`src/verilog/gbx_pkg.sv`:
```
package gbx_pkg;
    localparam int          SYNC_STAGES = 2;
    localparam int          DATA_W      = 8;
    localparam logic        ASSERTED    = 1'b0;   // bus lines are active low
    localparam logic        RELEASED    = 1'b1;
    // control line indices within the management and handshake group
    localparam int          ATN_BIT     = 0;
    localparam int          IFC_BIT     = 1;
    localparam int          REN_BIT     = 2;
    localparam int          SRQ_BIT     = 3;
    localparam int          EOI_BIT     = 4;
    localparam int          DAV_BIT     = 5;
    localparam int          NRFD_BIT    = 6;
    localparam int          NDAC_BIT    = 7;
    localparam int          CTL_W       = 8;
    localparam logic [7:0]  CTL_IDLE    = 8'hff;
    localparam logic [7:0]  DATA_IDLE   = 8'hff;
endpackage : gbx_pkg

```
`src/verilog/gbx_core.sv`:
```
// Operation
// - side A data-valid asserted makes A the source, clears B source.
// - side B data-valid asserted makes B the source, clears A source.
// - poll start or any attention change clears both source states.
// - B data drives A while B is source or A runs a poll.
// - A data drives B while A is source or B runs a poll.
// - poll on A is re-run on B, response driven onto A.
// - poll on B is re-run on A, response driven onto B.
// - drivers three-state, open-collector during a parallel poll.
// - each side looks like a full-function talker, listener, controller device.
// - eight data lines carry 7-bit commands and data, eighth optional.
// - byte transfer uses interlocked data-valid, ready, accepted handshake.
// - reset clears system, active controller and source states both sides.
// - interface clear or remote enable on a side marks it system controller.
// - attention on a side marks it active controller.
// - sense or drive of each line follows the three side states.
module gbx_core #(
    parameter int DATA_W     = gbx_pkg::DATA_W,       // data lines per side
    parameter int CTL_W      = gbx_pkg::CTL_W,        // management and handshake lines
    parameter int SYNC_DEPTH = gbx_pkg::SYNC_STAGES   // flops ahead of the state logic
) (
    input  wire logic       CLOCK_I,        // 20 MHz core clock
    input  wire logic       RST_N_I,        // async reset, active low
    input  wire logic [7:0] A_DATA_I,       // side A data lines, sensed
    output logic      [7:0] A_DATA_O,       // side A data drive level
    output logic      [7:0] A_DATA_OE_O,    // side A data drive enable
    input  wire logic [7:0] A_CTL_I,        // side A control lines, sensed
    output logic      [7:0] A_CTL_O,        // side A control drive level
    output logic      [7:0] A_CTL_OE_O,     // side A control drive enable
    input  wire logic [7:0] B_DATA_I,       // side B data lines, sensed
    output logic      [7:0] B_DATA_O,       // side B data drive level
    output logic      [7:0] B_DATA_OE_O,    // side B data drive enable
    input  wire logic [7:0] B_CTL_I,        // side B control lines, sensed
    output logic      [7:0] B_CTL_O,        // side B control drive level
    output logic      [7:0] B_CTL_OE_O,     // side B control drive enable
    output logic            A_OPEN_COLL_O,  // side A drivers open-collector
    output logic            B_OPEN_COLL_O,  // side B drivers open-collector
    output logic            A_SYS_CTL_O,    // side A holds system controller
    output logic            B_SYS_CTL_O,    // side B holds system controller
    output logic            A_ACT_CTL_O,    // side A holds active controller
    output logic            B_ACT_CTL_O,    // side B holds active controller
    output logic            A_SRC_HS_O,     // side A holds source handshake
    output logic            B_SRC_HS_O      // side B holds source handshake
);
    typedef struct packed {
        logic       sys_a, sys_b, act_a, act_b, src_a, src_b;
        logic       atn_prev, ppoll_prev;
        logic [7:0] a_dat, a_doe, a_ctl, a_coe;
        logic [7:0] b_dat, b_doe, b_ctl, b_coe;
        logic       oc_a, oc_b;
        // control enables delayed by the sync depth, for the echo mask
        logic [7:0] a_coe_d1, a_coe_d2, b_coe_d1, b_coe_d2;
    } gbx_core_t;

    gbx_core_t st;
    gbx_core_t next_st;

    // line positions are fixed by the bus, so other widths cannot be served
    if (DATA_W != 8) begin : g_bad_data_w
        $error("gbx_core: DATA_W must be 8");
    end
    if (CTL_W != 8) begin : g_bad_ctl_w
        $error("gbx_core: CTL_W must be 8");
    end
    // the echo mask is delayed to match exactly two sync flops
    if (SYNC_DEPTH != 2) begin : g_bad_sync
        $error("gbx_core: SYNC_DEPTH must be 2");
    end

    logic [7:0] a_dsy, a_csy, b_dsy, b_csy;
    logic [7:0] a_dl, a_cl, b_dl, b_cl;
    logic [3:0][7:0] raw_in;
    logic [3:0][7:0] syn_out;

    assign raw_in = {B_CTL_I, B_DATA_I, A_CTL_I, A_DATA_I};

    // data and control lines both idle high, so one reset value serves all lanes
    for (genvar g = 0; g < 4; g++) begin : g_sync
        gbx_sync #(
            .WIDTH   (8),
            .RST_VAL (gbx_pkg::DATA_IDLE)
        ) u_sync (
            .CLOCK_I (CLOCK_I),
            .RST_N_I (RST_N_I),
            .D_I     (raw_in[g]),
            .Q_O     (syn_out[g])
        );
    end

    assign a_dsy = syn_out[0];
    assign a_csy = syn_out[1];
    assign b_dsy = syn_out[2];
    assign b_csy = syn_out[3];

    // our own drive is masked so the sense path only sees the far devices
    function automatic logic [7:0] far_true(input logic [7:0] lvl, input logic [7:0] oe);
        far_true = ~lvl & ~oe;
    endfunction : far_true

    // a poll is attention and identify both true from the far devices
    function automatic logic poll_seen(input logic [7:0] cl);
        poll_seen = cl[gbx_pkg::ATN_BIT] & cl[gbx_pkg::EOI_BIT];
    endfunction : poll_seen

    assign a_dl = ~a_dsy;
    assign b_dl = ~b_dsy;
    // mask with the enable that drove the sampled level, two flops back; the live
    // enable would let our own release echo back as a far assertion
    assign a_cl = far_true(a_csy, st.a_coe_d2);
    assign b_cl = far_true(b_csy, st.b_coe_d2);

    logic atn_any, pp_a, pp_b, pp_any;
    logic [7:0] a_want, b_want;

    always_comb begin
        next_st = st;
        atn_any = a_cl[gbx_pkg::ATN_BIT] | b_cl[gbx_pkg::ATN_BIT];
        // poll = attention and identify together, sensed separately on each side
        pp_a = poll_seen(a_cl);
        pp_b = poll_seen(b_cl);
        pp_any = pp_a | pp_b;
        next_st.atn_prev   = atn_any;
        next_st.ppoll_prev = pp_any;
        if (a_cl[gbx_pkg::IFC_BIT] | a_cl[gbx_pkg::REN_BIT]) begin
            next_st.sys_a = 1'b1;
            next_st.sys_b = 1'b0;
        end else if (b_cl[gbx_pkg::IFC_BIT] | b_cl[gbx_pkg::REN_BIT]) begin
            next_st.sys_a = 1'b0;
            next_st.sys_b = 1'b1;
        end
        if (a_cl[gbx_pkg::ATN_BIT]) begin
            next_st.act_a = 1'b1;
            next_st.act_b = 1'b0;
        end else if (b_cl[gbx_pkg::ATN_BIT]) begin
            next_st.act_a = 1'b0;
            next_st.act_b = 1'b1;
        end
        // clearing events take priority over a new data-valid
        if ((pp_any & ~st.ppoll_prev) | (atn_any ^ st.atn_prev)) begin
            next_st.src_a = 1'b0;
            next_st.src_b = 1'b0;
        end else if (a_cl[gbx_pkg::DAV_BIT]) begin
            next_st.src_a = 1'b1;
            next_st.src_b = 1'b0;
        end else if (b_cl[gbx_pkg::DAV_BIT]) begin
            next_st.src_a = 1'b0;
            next_st.src_b = 1'b1;
        end
        // data direction, poll response relayed back
        next_st.a_dat = ~b_dl;
        next_st.b_dat = ~a_dl;
        next_st.a_doe = {8{st.src_b | pp_a}};
        next_st.b_doe = {8{st.src_a | pp_b}};
        // during poll only low is driven, high is released
        next_st.oc_a = pp_a | pp_b;
        next_st.oc_b = pp_a | pp_b;
        if (pp_any) begin
            next_st.a_doe = next_st.a_doe & b_dl;
            next_st.b_doe = next_st.b_doe & a_dl;
        end
        // control relay gated by side states
        a_want = 8'h00;
        b_want = 8'h00;
        a_want[gbx_pkg::IFC_BIT] = st.sys_b & b_cl[gbx_pkg::IFC_BIT];
        a_want[gbx_pkg::REN_BIT] = st.sys_b & b_cl[gbx_pkg::REN_BIT];
        b_want[gbx_pkg::IFC_BIT] = st.sys_a & a_cl[gbx_pkg::IFC_BIT];
        b_want[gbx_pkg::REN_BIT] = st.sys_a & a_cl[gbx_pkg::REN_BIT];
        a_want[gbx_pkg::ATN_BIT] = st.act_b & b_cl[gbx_pkg::ATN_BIT];
        b_want[gbx_pkg::ATN_BIT] = st.act_a & a_cl[gbx_pkg::ATN_BIT];
        a_want[gbx_pkg::EOI_BIT] = (st.src_b | pp_b) & b_cl[gbx_pkg::EOI_BIT];
        b_want[gbx_pkg::EOI_BIT] = (st.src_a | pp_a) & a_cl[gbx_pkg::EOI_BIT];
        // service request flows toward the active controller
        a_want[gbx_pkg::SRQ_BIT] = st.act_a & b_cl[gbx_pkg::SRQ_BIT];
        b_want[gbx_pkg::SRQ_BIT] = st.act_b & a_cl[gbx_pkg::SRQ_BIT];
        // acceptor side gets data-valid, source side gets the acceptors' answer
        a_want[gbx_pkg::DAV_BIT]  = st.src_b & b_cl[gbx_pkg::DAV_BIT];
        b_want[gbx_pkg::DAV_BIT]  = st.src_a & a_cl[gbx_pkg::DAV_BIT];
        a_want[gbx_pkg::NRFD_BIT] = st.src_a & b_cl[gbx_pkg::NRFD_BIT];
        a_want[gbx_pkg::NDAC_BIT] = st.src_a & b_cl[gbx_pkg::NDAC_BIT];
        b_want[gbx_pkg::NRFD_BIT] = st.src_b & a_cl[gbx_pkg::NRFD_BIT];
        b_want[gbx_pkg::NDAC_BIT] = st.src_b & a_cl[gbx_pkg::NDAC_BIT];
        // lines are open-collector in nature: drive low when true, else release
        next_st.a_coe = a_want;
        next_st.b_coe = b_want;
        next_st.a_ctl = ~a_want;
        next_st.b_ctl = ~b_want;
        // enable history follows the sense path latency
        next_st.a_coe_d1 = st.a_coe;
        next_st.a_coe_d2 = st.a_coe_d1;
        next_st.b_coe_d1 = st.b_coe;
        next_st.b_coe_d2 = st.b_coe_d1;
    end

    always_ff @(posedge CLOCK_I or negedge RST_N_I) begin
        if (!RST_N_I) begin
            st       <= '0;
            st.a_dat <= gbx_pkg::DATA_IDLE;
            st.b_dat <= gbx_pkg::DATA_IDLE;
            st.a_ctl <= gbx_pkg::CTL_IDLE;
            st.b_ctl <= gbx_pkg::CTL_IDLE;
        end else begin
            st <= next_st;
        end
    end

    // all eight data lines pass untouched, any code set
    assign A_DATA_O      = st.a_dat;
    assign A_DATA_OE_O   = st.a_doe;
    assign B_DATA_O      = st.b_dat;
    assign B_DATA_OE_O   = st.b_doe;
    assign A_CTL_O       = st.a_ctl;
    assign A_CTL_OE_O    = st.a_coe;
    assign B_CTL_O       = st.b_ctl;
    assign B_CTL_OE_O    = st.b_coe;
    assign A_OPEN_COLL_O = st.oc_a;
    assign B_OPEN_COLL_O = st.oc_b;
    assign A_SYS_CTL_O   = st.sys_a;
    assign B_SYS_CTL_O   = st.sys_b;
    assign A_ACT_CTL_O   = st.act_a;
    assign B_ACT_CTL_O   = st.act_b;
    assign A_SRC_HS_O    = st.src_a;
    assign B_SRC_HS_O    = st.src_b;
endmodule : gbx_core

```
`src/verilog/gbx_sync.sv`:
```
// two-flop synchroniser; first stage feeds only the second
module gbx_sync #(
    parameter int         WIDTH    = 8,
    parameter logic [7:0] RST_VAL  = 8'hff
) (
    input  wire logic             CLOCK_I,   // core clock
    input  wire logic             RST_N_I,   // async reset, active low
    input  wire logic [WIDTH-1:0] D_I,       // asynchronous bus levels
    output logic      [WIDTH-1:0] Q_O        // synchronised levels
);
    typedef struct packed {
        logic [WIDTH-1:0] s1;
        logic [WIDTH-1:0] s2;
    } gbx_sync_t;

    gbx_sync_t st;
    gbx_sync_t next_st;

    // reset value is one byte wide, so wider lanes cannot be served
    if (WIDTH < 1 || WIDTH > 8) begin : g_bad_width
        $error("gbx_sync: WIDTH out of range");
    end

    always_comb begin
        next_st    = st;
        next_st.s1 = D_I;
        next_st.s2 = st.s1;
    end

    always_ff @(posedge CLOCK_I or negedge RST_N_I) begin
        if (!RST_N_I) begin
            st <= {RST_VAL[WIDTH-1:0], RST_VAL[WIDTH-1:0]};
        end else begin
            st <= next_st;
        end
    end

    assign Q_O = st.s2;
endmodule : gbx_sync

```
`config.mk`:
```
export PLATFORM = sky130hd
export DESIGN_NAME = gbx_core
export DESIGN_NICKNAME = d
export VERILOG_FILES = /design/src/verilog/gbx_pkg.sv /design/src/verilog/gbx_core.sv /design/src/verilog/gbx_sync.sv
export SDC_FILE = /design/constraint.sdc
export NUM_CORES = 1
export LEC_CHECK = 0
export ABC_CLOCK_PERIOD_IN_PS = 1600
export BUFFER_PORTS_ARGS = -buffer_cell sky130_fd_sc_hd__buf_2
export CAP_MARGIN = 20
export CORE_AREA = 2 2 103 105
export CTS_BUF_LIST = sky130_fd_sc_hd__clkbuf_8 sky130_fd_sc_hd__clkbuf_16
export DETAILED_ROUTE_END_ITERATION = 8
export DIE_AREA = 0 0 105 107
export GPL_TIMING_DRIVEN = 0
export PLACE_DENSITY_LB_ADDON = 0.12
export SYNTH_ARGS = -nofsm -noshare
export SYNTH_HDL_FRONTEND = slang
export SYNTH_SLANG_ARGS = --single-unit
```
`constraint.sdc`:
```
create_clock -name CLOCK_I -period 1.6 [get_ports CLOCK_I]
set_input_delay 0.24 -clock CLOCK_I [delete_from_list [all_inputs] [get_ports CLOCK_I]]
set_output_delay 0.24 -clock CLOCK_I [all_outputs]
set_load 0.01 [all_outputs]
```
==> results of run 1 <==
worst paths after layout:
kind | from | end | slack, ns | cells after the start
max | A_SRC_HS_O | A_SRC_HS_O | 0.11 | 1
min | RST_N_I | A_CTL_OE_O[0] | 0.29 | 2
max reg2reg | st[16] | B_DATA_OE_O[6] | 0.11 | 4
min reg2reg | next_st[6] | st[6] | 0.35 | 0
max in group asynchronous | RST_N_I | g_sync[0].u_sync.Q_O[7] | 0.44 | 3
min in group CLOCK_I | next_st[6] | st[6] | 0.35 | 0
state kept, by name (all words and copies together) (netlist names), 8 cells and up:
register,flops
B_DATA_OE_O,8
next_st,16
st,17
A_CTL_OE_O,8
A_CTL_O,8
A_DATA_OE_O,8
B_CTL_OE_O,8
A_DATA_O,8
B_CTL_O,8
g_sync.u_sync.next_st,32
g_sync.u_sync.Q_O,32
B_DATA_O,8
metrics by stage:
| stage | std cells | instance area, sq um | setup WS, ns | power [mW] | TNS [ns] |
|---|---|---|---|---|---|
| finish | 627 | 6860 | 0.106 | 9.54 | 0 |
| global route | 627 | 6860 | 0.0265 | 9.97 | 0 |
| CTS | 627 | 6860 | 0.0645 | 9.67 | 0 |
| detailed placement | 562 | 5950 | -0.0104 | 5.69 | -0.0138 |
| global placement | 561 | 5920 | -1.96 | 5.65 | -241.92 |
| floorplan | 320 | 5220 | 0.254 | 5.29 | 0 |
report_power, final:
group | switching (mW) | internal [mW]
Sequential | 0.138 | 4.67
Combinational | 0.414 | 0.448
Clock | 1.60 | 2.27
kinds of logic after synthesis:
logic type | after synthesis | share of synthesized area [%]
DFF | 168 | 82.8
buffers and inverters | 82 | 10.7
and+or+nand+nor | 42 | 3.55
AOI/OAI and AO/OA | 27 | 2.73
xor gates and xnor gates | 1 | 0.168
metal layers:
metal	track usage, %	vias up	routed length [um]
met3	5.41	7	394
met1	19.3	1319	3380
met2	25.7	65	4190
met4	8.29	0	87
li1	-	1252	-
met5	0	-	0
area by class of cell:
type                       instances  area (sq um)
buffer                            66           499
clock buffer                      18           428
clock inverter                    14           149
fill                             773          3230
inverter                          16          60.1
multi-input combinational         70           340
sequential                       168          4320
tap                              136           170
timing repair buffer             139           890
layout by cell type, fill, tap and decap left out, types with 4 or more instances in the layout:
| master | n |
|---|---|
| a21oi_1 | 18 |
| buf_2 | 104 |
| buf_4 | 65 |
| clkbuf_16 | 16 |
| clkinvlp_4 | 4 |
| dfrtp_1 | 72 |
| dfstp_2 | 96 |
| dlygate4sd3_1 | 33 |
| inv_1 | 16 |
| nand2_1 | 14 |
| nor2_1 | 22 |
| o21ai_0 | 4 |
timing repair:
action,in CTS,in global routing
hold buffers,33,0
resized for setup,1,0
endpoints found under the setup margin,4,0
endpoints found under the hold margin,64,0
==> impl_metrics.ini, run 1 <==
[synth]
synth_flop_cell = dfstp_2
ys_top_cells_by_count = dfstp_2 (96), dfrtp_1 (72), buf_4 (65)
yosysSeqAreaShare_pct = 82.8
syn_inst = 320
synth_top_area_share_pct = 48.3
synth_area_sq_um = 5220
synth_edf_count = 0
synthArstFlopShare_pct = 100
yosys_warnings = 0
synth_cell_type_count = 17
yosys.cell_count.top_type = dfstp_2
ys_ff_latch = 168
synth_top_cell_by_area = dfstp_2
synth_area_per_cell_sq_um = 16.3
syn-num-nets = 354
synth_top_cells_by_area = dfstp_2 (48%), dfrtp_1 (35%), buf_4 (9.3%)

[sta]
grt_setup_unrepaired = false
holdWs_ns = 0.289
finClkSkew_ns = 0.00878
period_needed_ns = 1.49
period_share_pct = 93.4
fmax_mhz = 669
setup_viol_count_final = 0
slew_violations = 0
tightest_slew_ns = 0.736
final_hold_viol_count = 0
relSlewSlack_pct = 50.9

[floorplan]
die_x_um = 105
core_sq_um = 10100
initial_core_util_pct = 51.7
die-area_sq_um = 11200
ios = 106
die_h_um = 107
rows = 37

[clocking]
cts-root-buf = clkbuf_8
cts.sinks = 168
clock_latency_ns = 0.52
clkTransAtPathRegs_ns = 0.06
htreeDepth = 4
cts_tree = done
numCtsBuffers = 17
clk_path_buf_depth = 2
post_cts_buffers = 0

[cells_and_area]
area_growth_pct = 31.4
final_core_util_pct = 68.0
nNetsFinal = 512
drive_gt1_share_pct = 61.9
diodes = 0

[setup_path]
required_ns = 1.36
path_cells = buf_2
crit_path_end_kind = output port
crit_fanout = 7
path_class = flip-flop to output port
startpoint_type = flip-flop
critPathArrivalTime_ns = 1.25
slowest_stage = dfrtp_1
crit_buf_inv = 1
slowest_delay_ns = 0.54
path_delay_family = flip-flops

[global_route]
grt_max_degree = 94
grt.overflow.total = 0
track_usage_pct = 16.0
grt_antenna_before_repair = 0
grt_pass1_wl_um = 13200
grt_pass1_vias = 2784

[status]
outcome = finished clean

[min_path]
hp-class = primary input to async pin

[detailed_routing]
drt-vias-per-instance = 4.22
wirelength_um = 8060
first_pass_iters = 4
vias = 2643
route.detailed.drc = 0
final_antenna_net_count = 0
dr.first_iter.drc_count = 96
wl_per_cell_um = 12.8

[power_and_ir_drop]
p_leak_nw = 3.40
powerDensity_nw_per_um2 = 1390
ir_drop_mv = 0.825

[run]
maxCapViolCount = 0

[place]
dp_hpwl_um = 5090
io_buffer_count = 105
finalWeightedCongestion = 0.697
(Power assumes the default switching activity.)
==> inputs of run 2 (changes only) <==
Settings changed: HOLD_SLACK_MARGIN from default to 0.06, PLACE_DENSITY from default to 0.81, PLACE_DENSITY_LB_ADDON 0.12 to default.
==> run 2 against run 1 <==
  * Register-to-register slack is essentially flat
  * Via count grew 3.1%
  * Non-clock buffer count unchanged
  * Count of clock-buffer cells in the layout up 1
  * Combinational power increased by 0.7%
  * Worst setup slack better by 0.0014 ns
==> impl_metrics.ini, run 2 (synthesis results as in run 1) <==
[cells_and_area]
final_common_cell = buf_2
nNetsFinal = 512
num-fill-cells = 691
diodes = 0
drive_gt1_share_pct = 61.5
final_cell_mix = buf_2 (104), dfstp_2 (96), dfrtp_1 (72)
area_growth_pct = 31.3

[floorplan]
die-area_sq_um = 11200
initial_core_util_pct = 51.7
core_sq_um = 10100
rows = 37
die_x_um = 105
ios = 106
die_h_um = 107

[sta]
fmax_mhz = 670
holdWs_ns = 0.314
tightest_slew_ns = 0.683
finClkSkew_ns = 0.00747
final_hold_viol_count = 0
setup_viol_count_final = 0
period_needed_ns = 1.49
relSlewSlack_pct = 54.5
slew_violations = 0
tns_ns = 0
period_share_pct = 93.3
grt_setup_unrepaired = false

[setup_path]
startpoint_type = flip-flop
crit_fanout = 1
path_cells = buf_4 > buf_2
r2r_slack_ns = 0.11
slowest_delay_ns = 0.53
critPathArrivalTime_ns = 1.25
crit_path_end_kind = output port
path_class = flip-flop to output port
slowest_stage = dfstp_2
required_ns = 1.36

[power_and_ir_drop]
ir_drop_mv = 0.753
p_seq_share_pct = 50.7
p_total_mw = 9.49
pwr-share-clk_pct = 40.1
switching_share_pct = 22.0
p_comb_share_pct = 9.1
p_leak_nw = 3.40
p_int_mw = 7.41
powerDensity_nw_per_um2 = 1380
p_sw_mw = 2.08

[clocking]
numCtsBuffers = 17
clock_latency_ns = 0.51
cts.sinks = 168
htreeDepth = 4
clkTransAtPathRegs_ns = 0.06
cts-root-buf = clkbuf_8
clk_path_buf_depth = 2
cts_tree = done

[global_route]
track_usage_pct = 16.5
grt_pass1_vias = 3001
grt_pass1_wl_um = 13900
grt_antenna_before_repair = 0
grt_max_degree = 90
grt.overflow.total = 0

[place]
io_buffer_count = 105
dp_hpwl_um = 5310
finalWeightedCongestion = 0.704

[detailed_routing]
drt-vias-per-instance = 4.35
first_pass_iters = 4
dr.first_iter.drc_count = 101
wl_per_cell_um = 13.3
wirelength_um = 8350
vias = 2725
route.detailed.drc = 0
final_antenna_net_count = 0

[status]
outcome = finished clean

[run]
maxCapViolCount = 0

[min_path]
hp-class = primary input to async pin
[run 2: layout make-up]
type / count / area [sq um] / share of cell area (%)
Clock buffer: 19 / 442 / 6.44
Buffer: 66 / 499 / 7.28
Clock inverter: 13 / 130 / 1.90
Multi-Input combinational cell: 70 / 340 / 4.96
Sequential cell: 168 / 4320 / 63.1
Inverter: 16 / 60.1 / 0.876
Timing Repair Buffer: 139 / 890 / 13.0
Tap cell: 136 / 170 / 2.48
[run 2: final timing paths]
check,from,depth (start not counted),end
max in group asynchronous,RST_N_I,3,B_CTL_O[3]
hold / removal,RST_N_I,2,next_st[18]
setup reg to reg,st[16],4,B_DATA_OE_O[6]
min in group CLOCK_I,next_st[17],0,st[17]
hold reg to reg,next_st[17],0,st[17]
setup / recovery,B_DATA_O[4],2,B_DATA_O[4]
[run 2: metal layers]
layer  routed length, um  GRT usage [%]  part of all wire [%]  up-vias
li1                    -              -                     -     1253
met1                3300           18.8                    39     1374
met2                4510           29.0                    54       84
met3                 427           5.23                   5.1       14
met4                 116           6.57                   1.4        0
met5                   0              0                     0        -
[run 2: through the flow]
| step | setup WS [ns] | utilization [%] | std cells | area, sq um |
|---|---|---|---|---|
| 6_report | 0.107 | 67.9 | 627 | 6860 |
| 4_1_cts | 0.0235 | 67.9 | 627 | 6850 |
| 5_1_grt | 0.0564 | 67.9 | 627 | 6860 |
| 3_3_place_gp | -1.83 | 58.6 | 561 | 5920 |
| 3_5_place_dp | 0.0276 | 59.0 | 562 | 5950 |
| 2_1_floorplan | 0.254 | - | 320 | 5220 |
[run 2: power by group through the flow]
stage	clock (mW)	sequential [mW]	combinational (mW)
2_1_floorplan	0	4.84	0.448
4_1_cts	3.92	4.82	0.877
6_report	3.81	4.81	0.868
3_5_place_dp	0	4.88	0.810
5_1_grt	4.10	4.85	0.954
3_3_place_gp	0	4.86	0.780
[run 2: critical path, delay by kind of cell, from the launching register on]
family	cells	cell delay [ns]
flip-flops	1	0.53
buffers and inverters	2	0.22
[run 2: repair_timing]
action	4_1_cts	5_1_grt
hold buffers	33	0
endpoints found under the hold margin	58	0
resized for setup	0	1
buffers inserted	0	0
endpoints found under the setup margin	0	8
